==> config.mk <==
export PLATFORM = sky130hd
export DESIGN_NAME = dio_port
export DESIGN_NICKNAME = d
export VERILOG_FILES = /design/src/shared/dio_pkg.sv /design/src/design/dio_port.sv /design/src/design/dio_sync.sv
export SDC_FILE = /design/constraint.sdc
export NUM_CORES = 1
export LEC_CHECK = 0
export ABC_AREA = 1
export BUFFER_PORTS_ARGS = -buffer_cell sky130_fd_sc_hd__buf_2
export CAP_MARGIN = 20
export CELL_PAD_IN_SITES_DETAIL_PLACEMENT = 0
export CELL_PAD_IN_SITES_GLOBAL_PLACEMENT = 1
export CORE_MARGIN = 5
export CORE_UTILIZATION = 30
export CTS_CLUSTER_SIZE = 20
export DETAILED_ROUTE_END_ITERATION = 6
export PLACE_DENSITY_LB_ADDON = 0.1
export SLEW_MARGIN = 20
export SYNTH_ARGS = -nofsm -noshare
export SYNTH_HDL_FRONTEND = slang
export SYNTH_HIERARCHICAL = 1
export SYNTH_SLANG_ARGS = --single-unit
==> constraint.sdc <==
create_clock -name clk -period 2.45 [get_ports clk]
set_input_delay 0.3675 -clock clk [delete_from_list [all_inputs] [get_ports clk]]
set_output_delay 0.3675 -clock clk [all_outputs]
set_load 0.02 [all_outputs]
==> src/shared/dio_pkg.sv <==
package dio_pkg;

  // ------------------------------------------------------------
  // Port sizes
  // ------------------------------------------------------------
  localparam int DIN_W = 8;
  localparam int DOUT_W = 32;
  localparam int RELAY_W = 16;

  // ------------------------------------------------------------
  // Timing
  // ------------------------------------------------------------
  localparam int CLK_HZ = 25000000;
  localparam int SCAN_PULSE_MS = 100;
  localparam int SCAN_PULSE_CYC = CLK_HZ / 1000 * SCAN_PULSE_MS;
  localparam int PULSE_CNT_W = 22;
  localparam logic [1:0] TRIG_ARM_CNT = 2'h3;

  // ------------------------------------------------------------
  // Reset values and command codes
  // ------------------------------------------------------------
  localparam logic [31:0] DOUT_RST = 32'h0000_0000;
  localparam logic [1:0] CMD_NONE = 2'h0;
  localparam logic [1:0] CMD_SET_OUT = 2'h1;
  localparam logic [1:0] CMD_ALARM_MODE = 2'h2;

  typedef struct packed {
    logic [1:0] op;
    logic [31:0] data;
  } dio_cmd_t;

  typedef struct packed {
    logic trig_edge_fall;
    logic trig_srq_en;
    logic srq_mask_trig;
    logic srq_clear;
  } dio_trig_cfg_t;

endpackage : dio_pkg

==> src/design/dio_port.sv <==
`timescale 1ns/100ps
// Behaviour
// Eight input lines and thirty-two output lines exist as separate numbered ports.
// Host commands set the outputs and read back the inputs.
// In alarm mode output line n follows alarm n, one to one, for alarms 1 to 32.
// Output lines 1 to 16 also drive the relay card slot.
// The trigger is detected on a rising or falling edge chosen by a setting.
// When enabled, a detected trigger sets a service-request condition for the host.
// After each scan is stored, the scan sync output gives one 100 ms pulse.
// A service-request mask decides whether the trigger may raise a request.
// Inputs are synchronised before use and outputs hold their last commanded value.
module dio_port (
  input wire logic clk,                          // System clock, 25 MHz
  input wire logic rst,                          // Synchronous reset, active high
  input wire dio_pkg::dio_cmd_t cmd,             // Host command
  input wire dio_pkg::dio_trig_cfg_t cfg,        // Trigger and request settings
  input wire logic [31:0] alarm,                 // Alarm states, bit n-1 is alarm n
  input wire logic [7:0] din_pin,                // Digital input pins
  input wire logic trig_pin,                     // External trigger pin
  input wire logic scan_stored,                  // Pulse: scan logged into buffer
  output logic [31:0] dout,                      // Digital output lines
  output logic [15:0] relay_out,                 // Relay card drive
  output logic [7:0] din_rd,                     // Input readback
  output logic trig_event,                       // Pulse: trigger detected
  output logic srq,                              // Service request to host
  output logic scan_sync                         // Scan sync pulse
);

  // ------------------------------------------------------------
  // Settings and command decode
  // ------------------------------------------------------------
  wire [1:0] cmd_op = cmd.op;
  wire [31:0] cmd_data = cmd.data;
  wire op_set_out = (cmd_op == dio_pkg::CMD_SET_OUT);
  wire op_alarm_mode = (cmd_op == dio_pkg::CMD_ALARM_MODE);
  wire mode_arg = cmd_data[0];

  wire edge_fall = cfg.trig_edge_fall;
  wire srq_en = cfg.trig_srq_en;
  wire srq_mask = cfg.srq_mask_trig;
  wire srq_clr = cfg.srq_clear;
  // Both the enable and the mask must let the trigger through
  wire srq_gate = srq_en & srq_mask;

  // ------------------------------------------------------------
  // Input synchronisers
  // ------------------------------------------------------------
  logic [8:0] sync_in;
  logic [8:0] sync_out;
  assign sync_in = {trig_pin, din_pin};

  // Every pin passes two flops before any logic reads it
  dio_sync #(
    .W(9)
  ) u_sync (
    .clk(clk),
    .rst(rst),
    .d(sync_in),
    .q(sync_out)
  );

  wire [dio_pkg::DIN_W-1:0] din_s = sync_out[7:0];
  wire trig_s = sync_out[8];

  // ------------------------------------------------------------
  // Output mode
  // ------------------------------------------------------------
  logic alarm_mode_q;
  logic alarm_mode_d;

  // A direct write takes the lines away from the alarms
  assign alarm_mode_d = op_alarm_mode ? mode_arg :
                        (op_set_out ? 1'b0 : alarm_mode_q);

  always_ff @(posedge clk) begin
    if (rst) begin
      alarm_mode_q <= 1'b1;
    end else begin
      alarm_mode_q <= alarm_mode_d;
    end
  end

  // ------------------------------------------------------------
  // Output lines
  // ------------------------------------------------------------
  logic [dio_pkg::DOUT_W-1:0] dout_d;
  logic [dio_pkg::DOUT_W-1:0] dout_hold;

  assign dout_hold = op_set_out ? cmd_data : dout;
  assign dout_d = alarm_mode_d ? alarm : dout_hold;

  always_ff @(posedge clk) begin
    if (rst) begin
      dout <= dio_pkg::DOUT_RST;
    end else begin
      dout <= dout_d;
    end
  end

  // ------------------------------------------------------------
  // Relay card drive
  // ------------------------------------------------------------
  logic [dio_pkg::RELAY_W-1:0] relay_d;

  // The relay image leaves on the same edge as the lines it copies
  assign relay_d = dout_d[15:0];

  always_ff @(posedge clk) begin
    if (rst) begin
      relay_out <= dio_pkg::DOUT_RST[15:0];
    end else begin
      relay_out <= relay_d;
    end
  end

  // ------------------------------------------------------------
  // Input readback
  // ------------------------------------------------------------
  // Readback shows the pins three edges after they change
  always_ff @(posedge clk) begin
    if (rst) begin
      din_rd <= 8'h00;
    end else begin
      din_rd <= din_s;
    end
  end

  // ------------------------------------------------------------
  // Trigger edge detector
  // ------------------------------------------------------------
  logic trig_prev_q;
  logic [1:0] arm_q;
  logic [1:0] arm_d;

  // Reset values in the synchroniser would look like an edge, so wait for pin data
  wire trig_armed = (arm_q == dio_pkg::TRIG_ARM_CNT);
  wire [1:0] arm_inc = arm_q + 2'h1;
  assign arm_d = trig_armed ? arm_q : arm_inc;

  wire rise = trig_s & ~trig_prev_q;
  wire fall = ~trig_s & trig_prev_q;
  wire edge_seen = edge_fall ? fall : rise;
  wire trig_hit = edge_seen & trig_armed;

  always_ff @(posedge clk) begin
    if (rst) begin
      arm_q <= 2'h0;
    end else begin
      arm_q <= arm_d;
    end
  end

  always_ff @(posedge clk) begin
    if (rst) begin
      trig_prev_q <= 1'b0;
    end else begin
      trig_prev_q <= trig_s;
    end
  end

  always_ff @(posedge clk) begin
    if (rst) begin
      trig_event <= 1'b0;
    end else begin
      trig_event <= trig_hit;
    end
  end

  // ------------------------------------------------------------
  // Service request
  // ------------------------------------------------------------
  wire srq_set = trig_hit & srq_gate;
  wire srq_keep = srq & ~srq_clr;

  // A trigger in the clearing cycle wins
  wire srq_d = srq_set | srq_keep;

  always_ff @(posedge clk) begin
    if (rst) begin
      srq <= 1'b0;
    end else begin
      srq <= srq_d;
    end
  end

  // ------------------------------------------------------------
  // Scan sync pulse
  // ------------------------------------------------------------
  localparam logic [21:0] PULSE_LAST = 22'(dio_pkg::SCAN_PULSE_CYC - 1);

  logic [dio_pkg::PULSE_CNT_W-1:0] pulse_cnt_q;
  logic [dio_pkg::PULSE_CNT_W-1:0] pulse_cnt_d;
  logic [dio_pkg::PULSE_CNT_W-1:0] cnt_inc;

  // Counts from zero, so the pulse lasts the full cycle count
  wire pulse_start = scan_stored;
  wire pulse_busy = scan_sync;
  wire pulse_end = (pulse_cnt_q == PULSE_LAST);
  wire pulse_run = pulse_busy & ~pulse_end;
  assign cnt_inc = pulse_cnt_q + 22'h000001;

  // A scan logged during a pulse starts the pulse again
  assign pulse_cnt_d = pulse_start ? 22'h000000 :
                       (pulse_busy ? cnt_inc : pulse_cnt_q);
  wire sync_d = pulse_start | pulse_run;

  always_ff @(posedge clk) begin
    if (rst) begin
      pulse_cnt_q <= 22'h000000;
    end else begin
      pulse_cnt_q <= pulse_cnt_d;
    end
  end

  always_ff @(posedge clk) begin
    if (rst) begin
      scan_sync <= 1'b0;
    end else begin
      scan_sync <= sync_d;
    end
  end

endmodule : dio_port

==> src/design/dio_sync.sv <==
`timescale 1ns/100ps
module dio_sync #(
  parameter int W = 1
) (
  input wire logic clk,          // System clock
  input wire logic rst,          // Synchronous reset
  input wire logic [W-1:0] d,    // Asynchronous input
  output logic [W-1:0] q         // Synchronised output
);
  logic [W-1:0] s1_q;

  always_ff @(posedge clk) begin
    if (rst) begin
      s1_q <= '0;
      q <= '0;
    end else begin
      s1_q <= d;
      q <= s1_q;
    end
  end
endmodule : dio_sync

=== Yosys cells after proc, flatten, opt, wreduce, memory -nomap -nowiden ===
Cells that the tools add are included.

* Register bits after elaboration: 87
* Input bits: 82

* Add/subtract/negate cells: 2
* Equal/unequal tests: 4
* Muxes and demuxes: 5
* Bitwise gates (word level): 13
* Reduce and logical (&&, ||, !) cells: 2

{| class="wikitable"
|+ Operator list
! cell !! number
|-
| 2-to-1 mux 32 bit || 2
|-
| adder 22 x 1 -> 22 bit, second input constant || 1
|-
| == test 22 bit, second input constant || 1
|-
| AND 1 bit || 7
|-
| == test 2 bit, second input constant || 2
|-
| NOT 1 bit || 4
|-
| 2-to-1 mux 1 bit || 3
|-
| adder 2 x 1 -> 2 bit, second input constant || 1
|-
| == test 2 x 1 -> 1 bit, second input constant || 1
|-
| bitwise OR 1 bit || 2
|-
| nonzero test 2 bit || 1
|-
| OR reduction 2 bit || 1
|}

=== Logic depth before layout (Yosys ltp) ===
Gate-level depths: netlist (run 1).

* Depth in word-level cells: 6
* Depth in mapped cells: 9

=== Modules after synthesis ===
Netlist (run 1), hierarchy kept.

{| class="wikitable"
|+ Modules (own cells, without submodules)
! module !! instances !! cells each !! area each (um^2)
|-
| dio_port || 1 || 536 || 3440.8
|-
| dio_sync || 1 || 56 || 521.8
|}

=== Worst setup path after synthesis (run 1) ===
No wires, ideal clock.

* Path type: reg-to-reg
* Start point: reg scan_sync
* End point: reg pulse_cnt_q[11] (netlist name)
* Setup time: 113 ps
* Data arrival time: 1194 ps
* Setup slack: 1144 ps
* Cell stages (with the launch flop): 8
* Buffers on the path: 0
* Clock period less this slack: 1306 ps
* Path through: dfxtp_1 -> nand2_1 -> nor2_2 -> nand2_2 -> nor2_1 -> nand2_1 -> nand2_1 -> nor2_1

{| class="wikitable"
|+ RTL lines
! item !! line !! source
|-
| start, declared || dio_port.sv:26 || <nowiki>output logic scan_sync</nowiki>
|-
| start signal, assigned || dio_port.sv:219 || <nowiki>scan_sync <= sync_d;</nowiki>
|-
| end signal, assigned || dio_port.sv:211 || <nowiki>pulse_cnt_q <= pulse_cnt_d;</nowiki>
|-
| end, declared || dio_port.sv:191 || <nowiki>logic [dio_pkg::PULSE_CNT_W-1:0] pulse_cnt_q;</nowiki>
|}

=== Worst setup path after layout (run 1) ===
* Start point: reg alarm_mode_q
* End point: reg dout[6]

* Word-level cells in the longest chain between the ends: 3

{| class="wikitable"
|+ Ends and longest elaborated chain
! item !! line !! source
|-
| start, declared || dio_port.sv:68 || <nowiki>logic alarm_mode_q;</nowiki>
|-
| start signal, assigned || dio_port.sv:79 || <nowiki>alarm_mode_q <= alarm_mode_d;</nowiki>
|-
| 2-to-1 mux 1 bit (*) || dio_port.sv:73 || <nowiki>(op_set_out ? 1'b0 : alarm_mode_q);</nowiki>
|-
| 2-to-1 mux 1 bit (*) || dio_port.sv:72 || <nowiki>assign alarm_mode_d = op_alarm_mode ? mode_arg :</nowiki>
|-
| 2-to-1 mux 32 bit / nonzero test 2 bit (equally long branches) || -- ||
|-
| end signal, assigned || dio_port.sv:94 || <nowiki>dout <= dio_pkg::DOUT_RST;</nowiki>
|-
| end signal, assigned || dio_port.sv:96 || <nowiki>dout <= dout_d;</nowiki>
|-
| end, declared || dio_port.sv:21 || <nowiki>output logic [31:0] dout,</nowiki>
|}

Every way passes the cells marked *; elsewhere a longest branch is shown, timed or not.
A chain may end at the register's enable or synchronous reset.

==> results of run 1 <==
## final cells by class
type                            count  area (sq um)
Multi-Input combinational cell    346          1510
Fill cell                        1409          8120
Inverter                          126           473
Timing Repair Buffer              144           731
Tap cell                          176           220
Clock inverter                      7          62.6
Clock buffer                        9           225
Sequential cell                    87          1740
## path summary, 6_finish.rpt
check | to | slack, ps | startpoint
worst max-delay path | dout[6] | 1000 | alarm_mode_q
worst min-delay path | u_sync/s1_q[3] | 230 | din_pin[3]
worst max register to register | dout[6] | 1000 | alarm_mode_q
worst min register to register | u_sync/q[7] | 400 | u_sync/s1_q[7]
## layout by cell type (no fill, tap or decap), drive strengths merged, types with 5 or more instances in the layout
cell type / synthesis / routed
buf: 27 / 144
nand2: 88 / 88
nor2: 171 / 171
nor3: 5 / 5
inv: 126 / 130
a21oi: 14 / 14
dfxtp: 87 / 87
o21ai: 42 / 42
nand3: 13 / 13
clkbuf: 6 / 9
## cells in the mapped netlist (2+ instances only)
library cell | instances | area share
nor2_1 | 162 | 0.15
inv_1 | 125 | 0.12
dfxtp_1 | 87 | 0.44
nand2_1 | 80 | 0.076
o21ai_0 | 41 | 0.052
buf_4 | 16 | 0.030
a21oi_1 | 14 | 0.018
nand3_1 | 12 | 0.015
nor2_2 | 8 | 0.013
nand2_2 | 7 | 0.011
buf_2 | 5 | 0.0063
nor3_1 | 5 | 0.0063
buf_6 | 4 | 0.011
clkbuf_1 | 3 | 0.0028
clkbuf_2 | 3 | 0.0038
nand4_1 | 3 | 0.0047
xor2_1 | 3 | 0.0066
ha_1 | 2 | 0.0063
## critical path, stage by stage (launching register included)
cell and delay [ps]:
dfxtp_1 340, o21bai_2 130, nand3_2 90, nand2_2 490
nor2_1 80, nor2_1 120, nor2_1 50
## flip-flops by register name (all words and copies together), names as in the netlist
| register | count |
|---|---|
| trig_event | 1 |
| arm_q | 2 |
| scan_sync | 1 |
| din_rd | 8 |
| u_sync/q | 9 |
| alarm_mode_q | 1 |
| pulse_cnt_q | 22 |
| trig_prev_q | 1 |
| u_sync/s1_q | 9 |
| srq | 1 |
| dout | 32 |
## power by group
part | switching [W] | internal (W)
combinational | 0.000300 | 0.000175
sequential | 0.0000417 | 0.00149
clock | 0.000611 | 0.000711
## through the flow
step	std cells	power, W
after floorplan	592	0.00190
after global placement	879	0.00204
after detailed placement	879	0.00205
after CTS	895	0.00342
after global routing	895	0.00353
final	895	0.00333
## routing by layer
layer / routed length [um] / track usage / up-vias
li1: - / - / 1968
met1: 4810 / 0.171 / 1514
met2: 4180 / 0.200 / 115
met3: 825 / 0.0375 / 17
met4: 240 / 0.0599 / 0
met5: 0 / 0 / -
## logic make-up after synthesis
family                   count (synthesis)
AND/OR/NAND/NOR                        281
buffers and inverters                  159
XOR/XNOR                                 4
flip-flops                              87
adder cells (fa/ha/maj)                  2
AO/OA/AOI/OAI                           59
==> out/summary.txt, run 1 <==
status = complete, no violations
unrepaired setup endpoints after global routing = no
routed len/inst = 11.2 um
Post-synth EDFFs = 0
simple-gate area share of the yosys netlist = 0.289
Final Instance Area = 4970 sq um
Routed Antenna Nets = 0
adder-cell share of the synthesized area = 0.00632
H-tree depth = 3
xor/xnor share of the synthesized area = 0.00884
mux share of post-synthesis cell area = 0
total of max-cap violations = 0
Fin. Hold Viols = 0
critical path class = register to register
slack of the critical path = 997 ps
sequential area share after synthesis = 0.440
Distinct cells, synth = 30
clock skew = 6.17 ps
die width = 125 um
setup TNS = 0 ps
fin crit share = 0.593
Synthesis Warnings = 6
first-pass GRT wire length = 16,600 um
Hold Path Depth = 3
complex-gate fraction of the synthesized area = 0.0774
Detailed Routing Iterations Pass 1 = 4
Hold Crit Class = input pin to register
Slew Viols, Final = 0
NumNets Final = 798
TritonCTS clock tree = yes
mapped cell area = 3960 sq um
crit-path max FO = 32
crit path time final = 1450 ps
Seq cells post-synth = 87
Synth Flop Type = dfxtp_1
worst-skew pair later-pin latency = 340 ps
CTS max path bufs = 2
Iter 0 DRT Violations = 189
Worst Setup End Kind = register
wirelength, routed = 10,100 um
vias in the first global route = 3,343
postcts setup bufs = 0
Vias/cell = 4.04
worst slew pin tran = 661 ps
required time worst endpoint = 2650 ps
DRC = 0
vias = 3,614
# diodes = 0
Setup crit start kind = register
Inserted Clock Buffers = 9
Synth Instances = 592
PD cells = 671 nW/um^2
gpl congestion = 0.747
final core occ = 0.380
Area growth syn-to-layout = 25.3%
largest family of logic cells by synthesized area = simple AND/OR/NAND/NOR gates
# hold bufs at CTS = 0
dpl ws = 784 ps
maximum clock rate = 688 MHz
Core Region = 13,100 sq um
initial antenna violation count = 0
Initial Util = 0.303
Tot GR Track Use = 0.131
VDD IR max = 0.307 mV
Pleak = 2.49 nW
post_cts resized = 0
Mapped Nets = 676
root buffer cell = clkbuf_16
fraction of registers with async set or reset after synthesis = 0
Rows = 42
post-detail-place hpwl = 7450 um
pin count of the biggest net entering global routing = 62
CTS Sinks = 87
syn_area_per_cell = 6.69 sq um
crit path DAT = 1650 ps
I/O pins = 141
DP Area = 4680 sq um
Hold Slack = 225 ps
die area = 15,600 sq um
Final setup viols = 0
proportion of layout cells with a drive suffix above 1 = 0.250
port bufs = 140
CTS clk-pin slew, worst paths = 70 ps
worst relative slew slack = 0.559
gr ovfl total = 0
Die Y = 125 um
reg2reg path depth = 6
No activity file was read; power rests on OpenSTA's default activity.
==> run 2, diff against run 1 <==
==> constraint.sdc (replaced) <==
create_clock -name clk -period 1.3 [get_ports clk]
set_input_delay 0.195 -clock clk [delete_from_list [all_inputs] [get_ports clk]]
set_output_delay 0.195 -clock clk [all_outputs]
set_load 0.02 [all_outputs]
==> out/summary.txt, run 2 (synthesized netlist as in run 1, its figures left out) <==
Iter 0 DRT Violations = 160 (-15%)
crit path time final = 1220 ps (-235 ps)
Tot GR Track Use = 0.132 (+0.00106)
Routed Antenna Nets = 0 (unchanged)
placed cells = 897 (+2.0%)
combinational power share = 0.148 (+0.005)
VDD IR max = 0.672 mV (+120%)
CTS Sinks = 87 (unchanged)
vias = 3,748 (+3.7%)
switching power = 0.00188 W (+98%)
NumNets Final = 817 (+2.4%)
Final setup viols = 0 (unchanged)
TritonCTS clock tree = yes
required time worst endpoint = 1520 ps (-1130 ps)
Slew Viols, Final = 0 (unchanged)
post-detail-place hpwl = 7820 um (+5.1%)
largest reg by FF count = dout
Sequential Power Share = 0.449 (-0.011)
most common cell after layout, fill and taps aside = nor2_1
launch point of the worst path = pulse_cnt_q[1]
Non-Filler Instances = 914 (+2.1%)
CTS max path bufs = 2 (unchanged)
DRC = 0 (unchanged)
critical path class = register to register
Fin. Hold Viols = 0 (unchanged)
crit path DAT = 1440 ps (-210 ps)
Total Power = 0.00642 W (+93%)
total of max-cap violations = 0 (unchanged)
reg2reg start = pulse_cnt_q[1]
most frequent cells in the layout = nor2_1, buf_2, inv_1
Clock power frac = 0.402 (+0.005)
Vias/cell = 4.10 (+1.6%)
Worst R2R Setup Slack = 80 ps (-910 ps)
Initial Util = 0.303 (unchanged)
unrepaired setup endpoints after global routing = yes
routed len/inst = 11.2 um (about the same)
Largest register FFs = 32 (unchanged)
dpl ws = -46.3 ps (-830 ps)
internal power = 0.00454 W (+91%)
Pleak = 2.60 nW (+4.6%)
fin crit share = 0.937 (+0.344)
final core occ = 0.402 (+0.0227)
die width = 125 um (unchanged)
worst relative slew slack = 0.727 (+0.168)
reg2reg end = pulse_cnt_q[12]
switch share = 0.293 (+0.00724)
port bufs = 140 (unchanged)
Detailed Routing Iterations Pass 1 = 4 (unchanged)
worst-skew pair later-pin latency = 350 ps (about the same)
Inserted Clock Buffers = 9 (unchanged)
root buffer cell = clkbuf_16
gr ovfl total = 0 (unchanged)
status = complete, no violations
clock skew = 11.8 ps (+5.61 ps)
Core Region = 13,100 sq um (unchanged)
CTS clk-pin slew, worst paths = 70 ps (about the same)
crit-path max FO = 4 (-88%)
PD cells = 1220 nW/um^2 (+82%)
Worst Setup End Kind = register
vias in the first global route = 3,599 (+7.7%)
initial antenna violation count = 0 (unchanged)
slack of the critical path = 81.9 ps (-915 ps)
Hold Crit Class = input pin to register
Setup crit start kind = register
wirelength, routed = 10,300 um (+2.2%)
# diodes = 0 (unchanged)
Die Y = 125 um (unchanged)
Area growth syn-to-layout = 32.8%
Rows = 42 (unchanged)
I/O pins = 141 (unchanged)
reg2reg path depth = 8 (+2)
maximum clock rate = 821 MHz (+19%)
pin count of the biggest net entering global routing = 33 (-47%)
H-tree depth = 3 (unchanged)
die area = 15,600 sq um (unchanged)
proportion of layout cells with a drive suffix above 1 = 0.304 (+0.0532)
crit path capture = pulse_cnt_q[12]
worst slew pin tran = 409 ps (-252 ps)
gpl congestion = 0.798 (+6.8%)
first-pass GRT wire length = 17,000 um (+2.5%)
Top Registers = dout x32, pulse_cnt_q x22
## run 2: final cells by class
cell class,count,area [sq um]
clock buffer,9,225
clock inverter,7,72.6
fill,1412,7820
inverter,126,473
multi-input combinational,346,1600
sequential,87,1760
tap,176,220
timing repair buffer,163,911
## run 2: worst min path at each step
| stage | startpoint | endpoint | slack (ps) | cells after the start |
|---|---|---|---|---|
| finish | din_pin[2] | u_sync/s1_q[2] | 40 | 3 |
| global route | din_pin[7] | u_sync/s1_q[7] | 40 | 3 |
| CTS | din_pin[2] | u_sync/s1_q[2] | 30 | 3 |
| detailed placement | u_sync/s1_q[8] | u_sync/q[8] | 390 | 2 |
| global placement | u_sync/s1_q[6] | u_sync/q[6] | 390 | 2 |
| floorplan | cfg[3] | trig_event | 300 | 1 |
## run 2: timing repair
action,in CTS,in global routing
setup buffers,0,1
hold buffers,0,0
gates resized for setup,5,32
setup endpoints to repair,6,17
pin swaps,3,2
endpoints found under the hold margin,0,0
## run 2: power groups by stage
stage | combinational (W) | sequential (W) | clock [W]
2_1_floorplan | 0.000515 | 0.00306 | 0
3_3_place_gp | 0.000959 | 0.00294 | 0
3_5_place_dp | 0.000963 | 0.00295 | 0
4_1_cts | 0.000967 | 0.00289 | 0.00269
5_1_grt | 0.00108 | 0.00291 | 0.00279
6_report | 0.000953 | 0.00288 | 0.00258
## run 2: critical path, cell delays in order, from the launching register on
cell and delay (ps):
dfxtp_4 370, ha_4 140, nand2_2 80, nor2_4 130, nand2_2 90, inv_1 60, nand2_1 50, xor2_1 130
nor2_1 50
## run 2: per-layer routing
layer  vias up  share of wire  GRT usage
li1       2015              -          -
met1      1624           0.46      0.160
met2       101           0.46      0.219
met3         8          0.067     0.0435
met4         0          0.013     0.0459
met5         -              0          0
## run 2: through the flow
| stage | cell area, sq um | hold WS [ps] | setup TNS, ps |
|---|---|---|---|
| after global routing | 5260 | 36.9 | -30.8 |
| after floorplan | 3960 | 299 | 0 |
| final | 5260 | 44.7 | 0 |
| after detailed placement | 4850 | 392 | -99.0 |
| after global placement | 4850 | 392 | 0 |
| after CTS | 5160 | 31.1 | -7.44 |
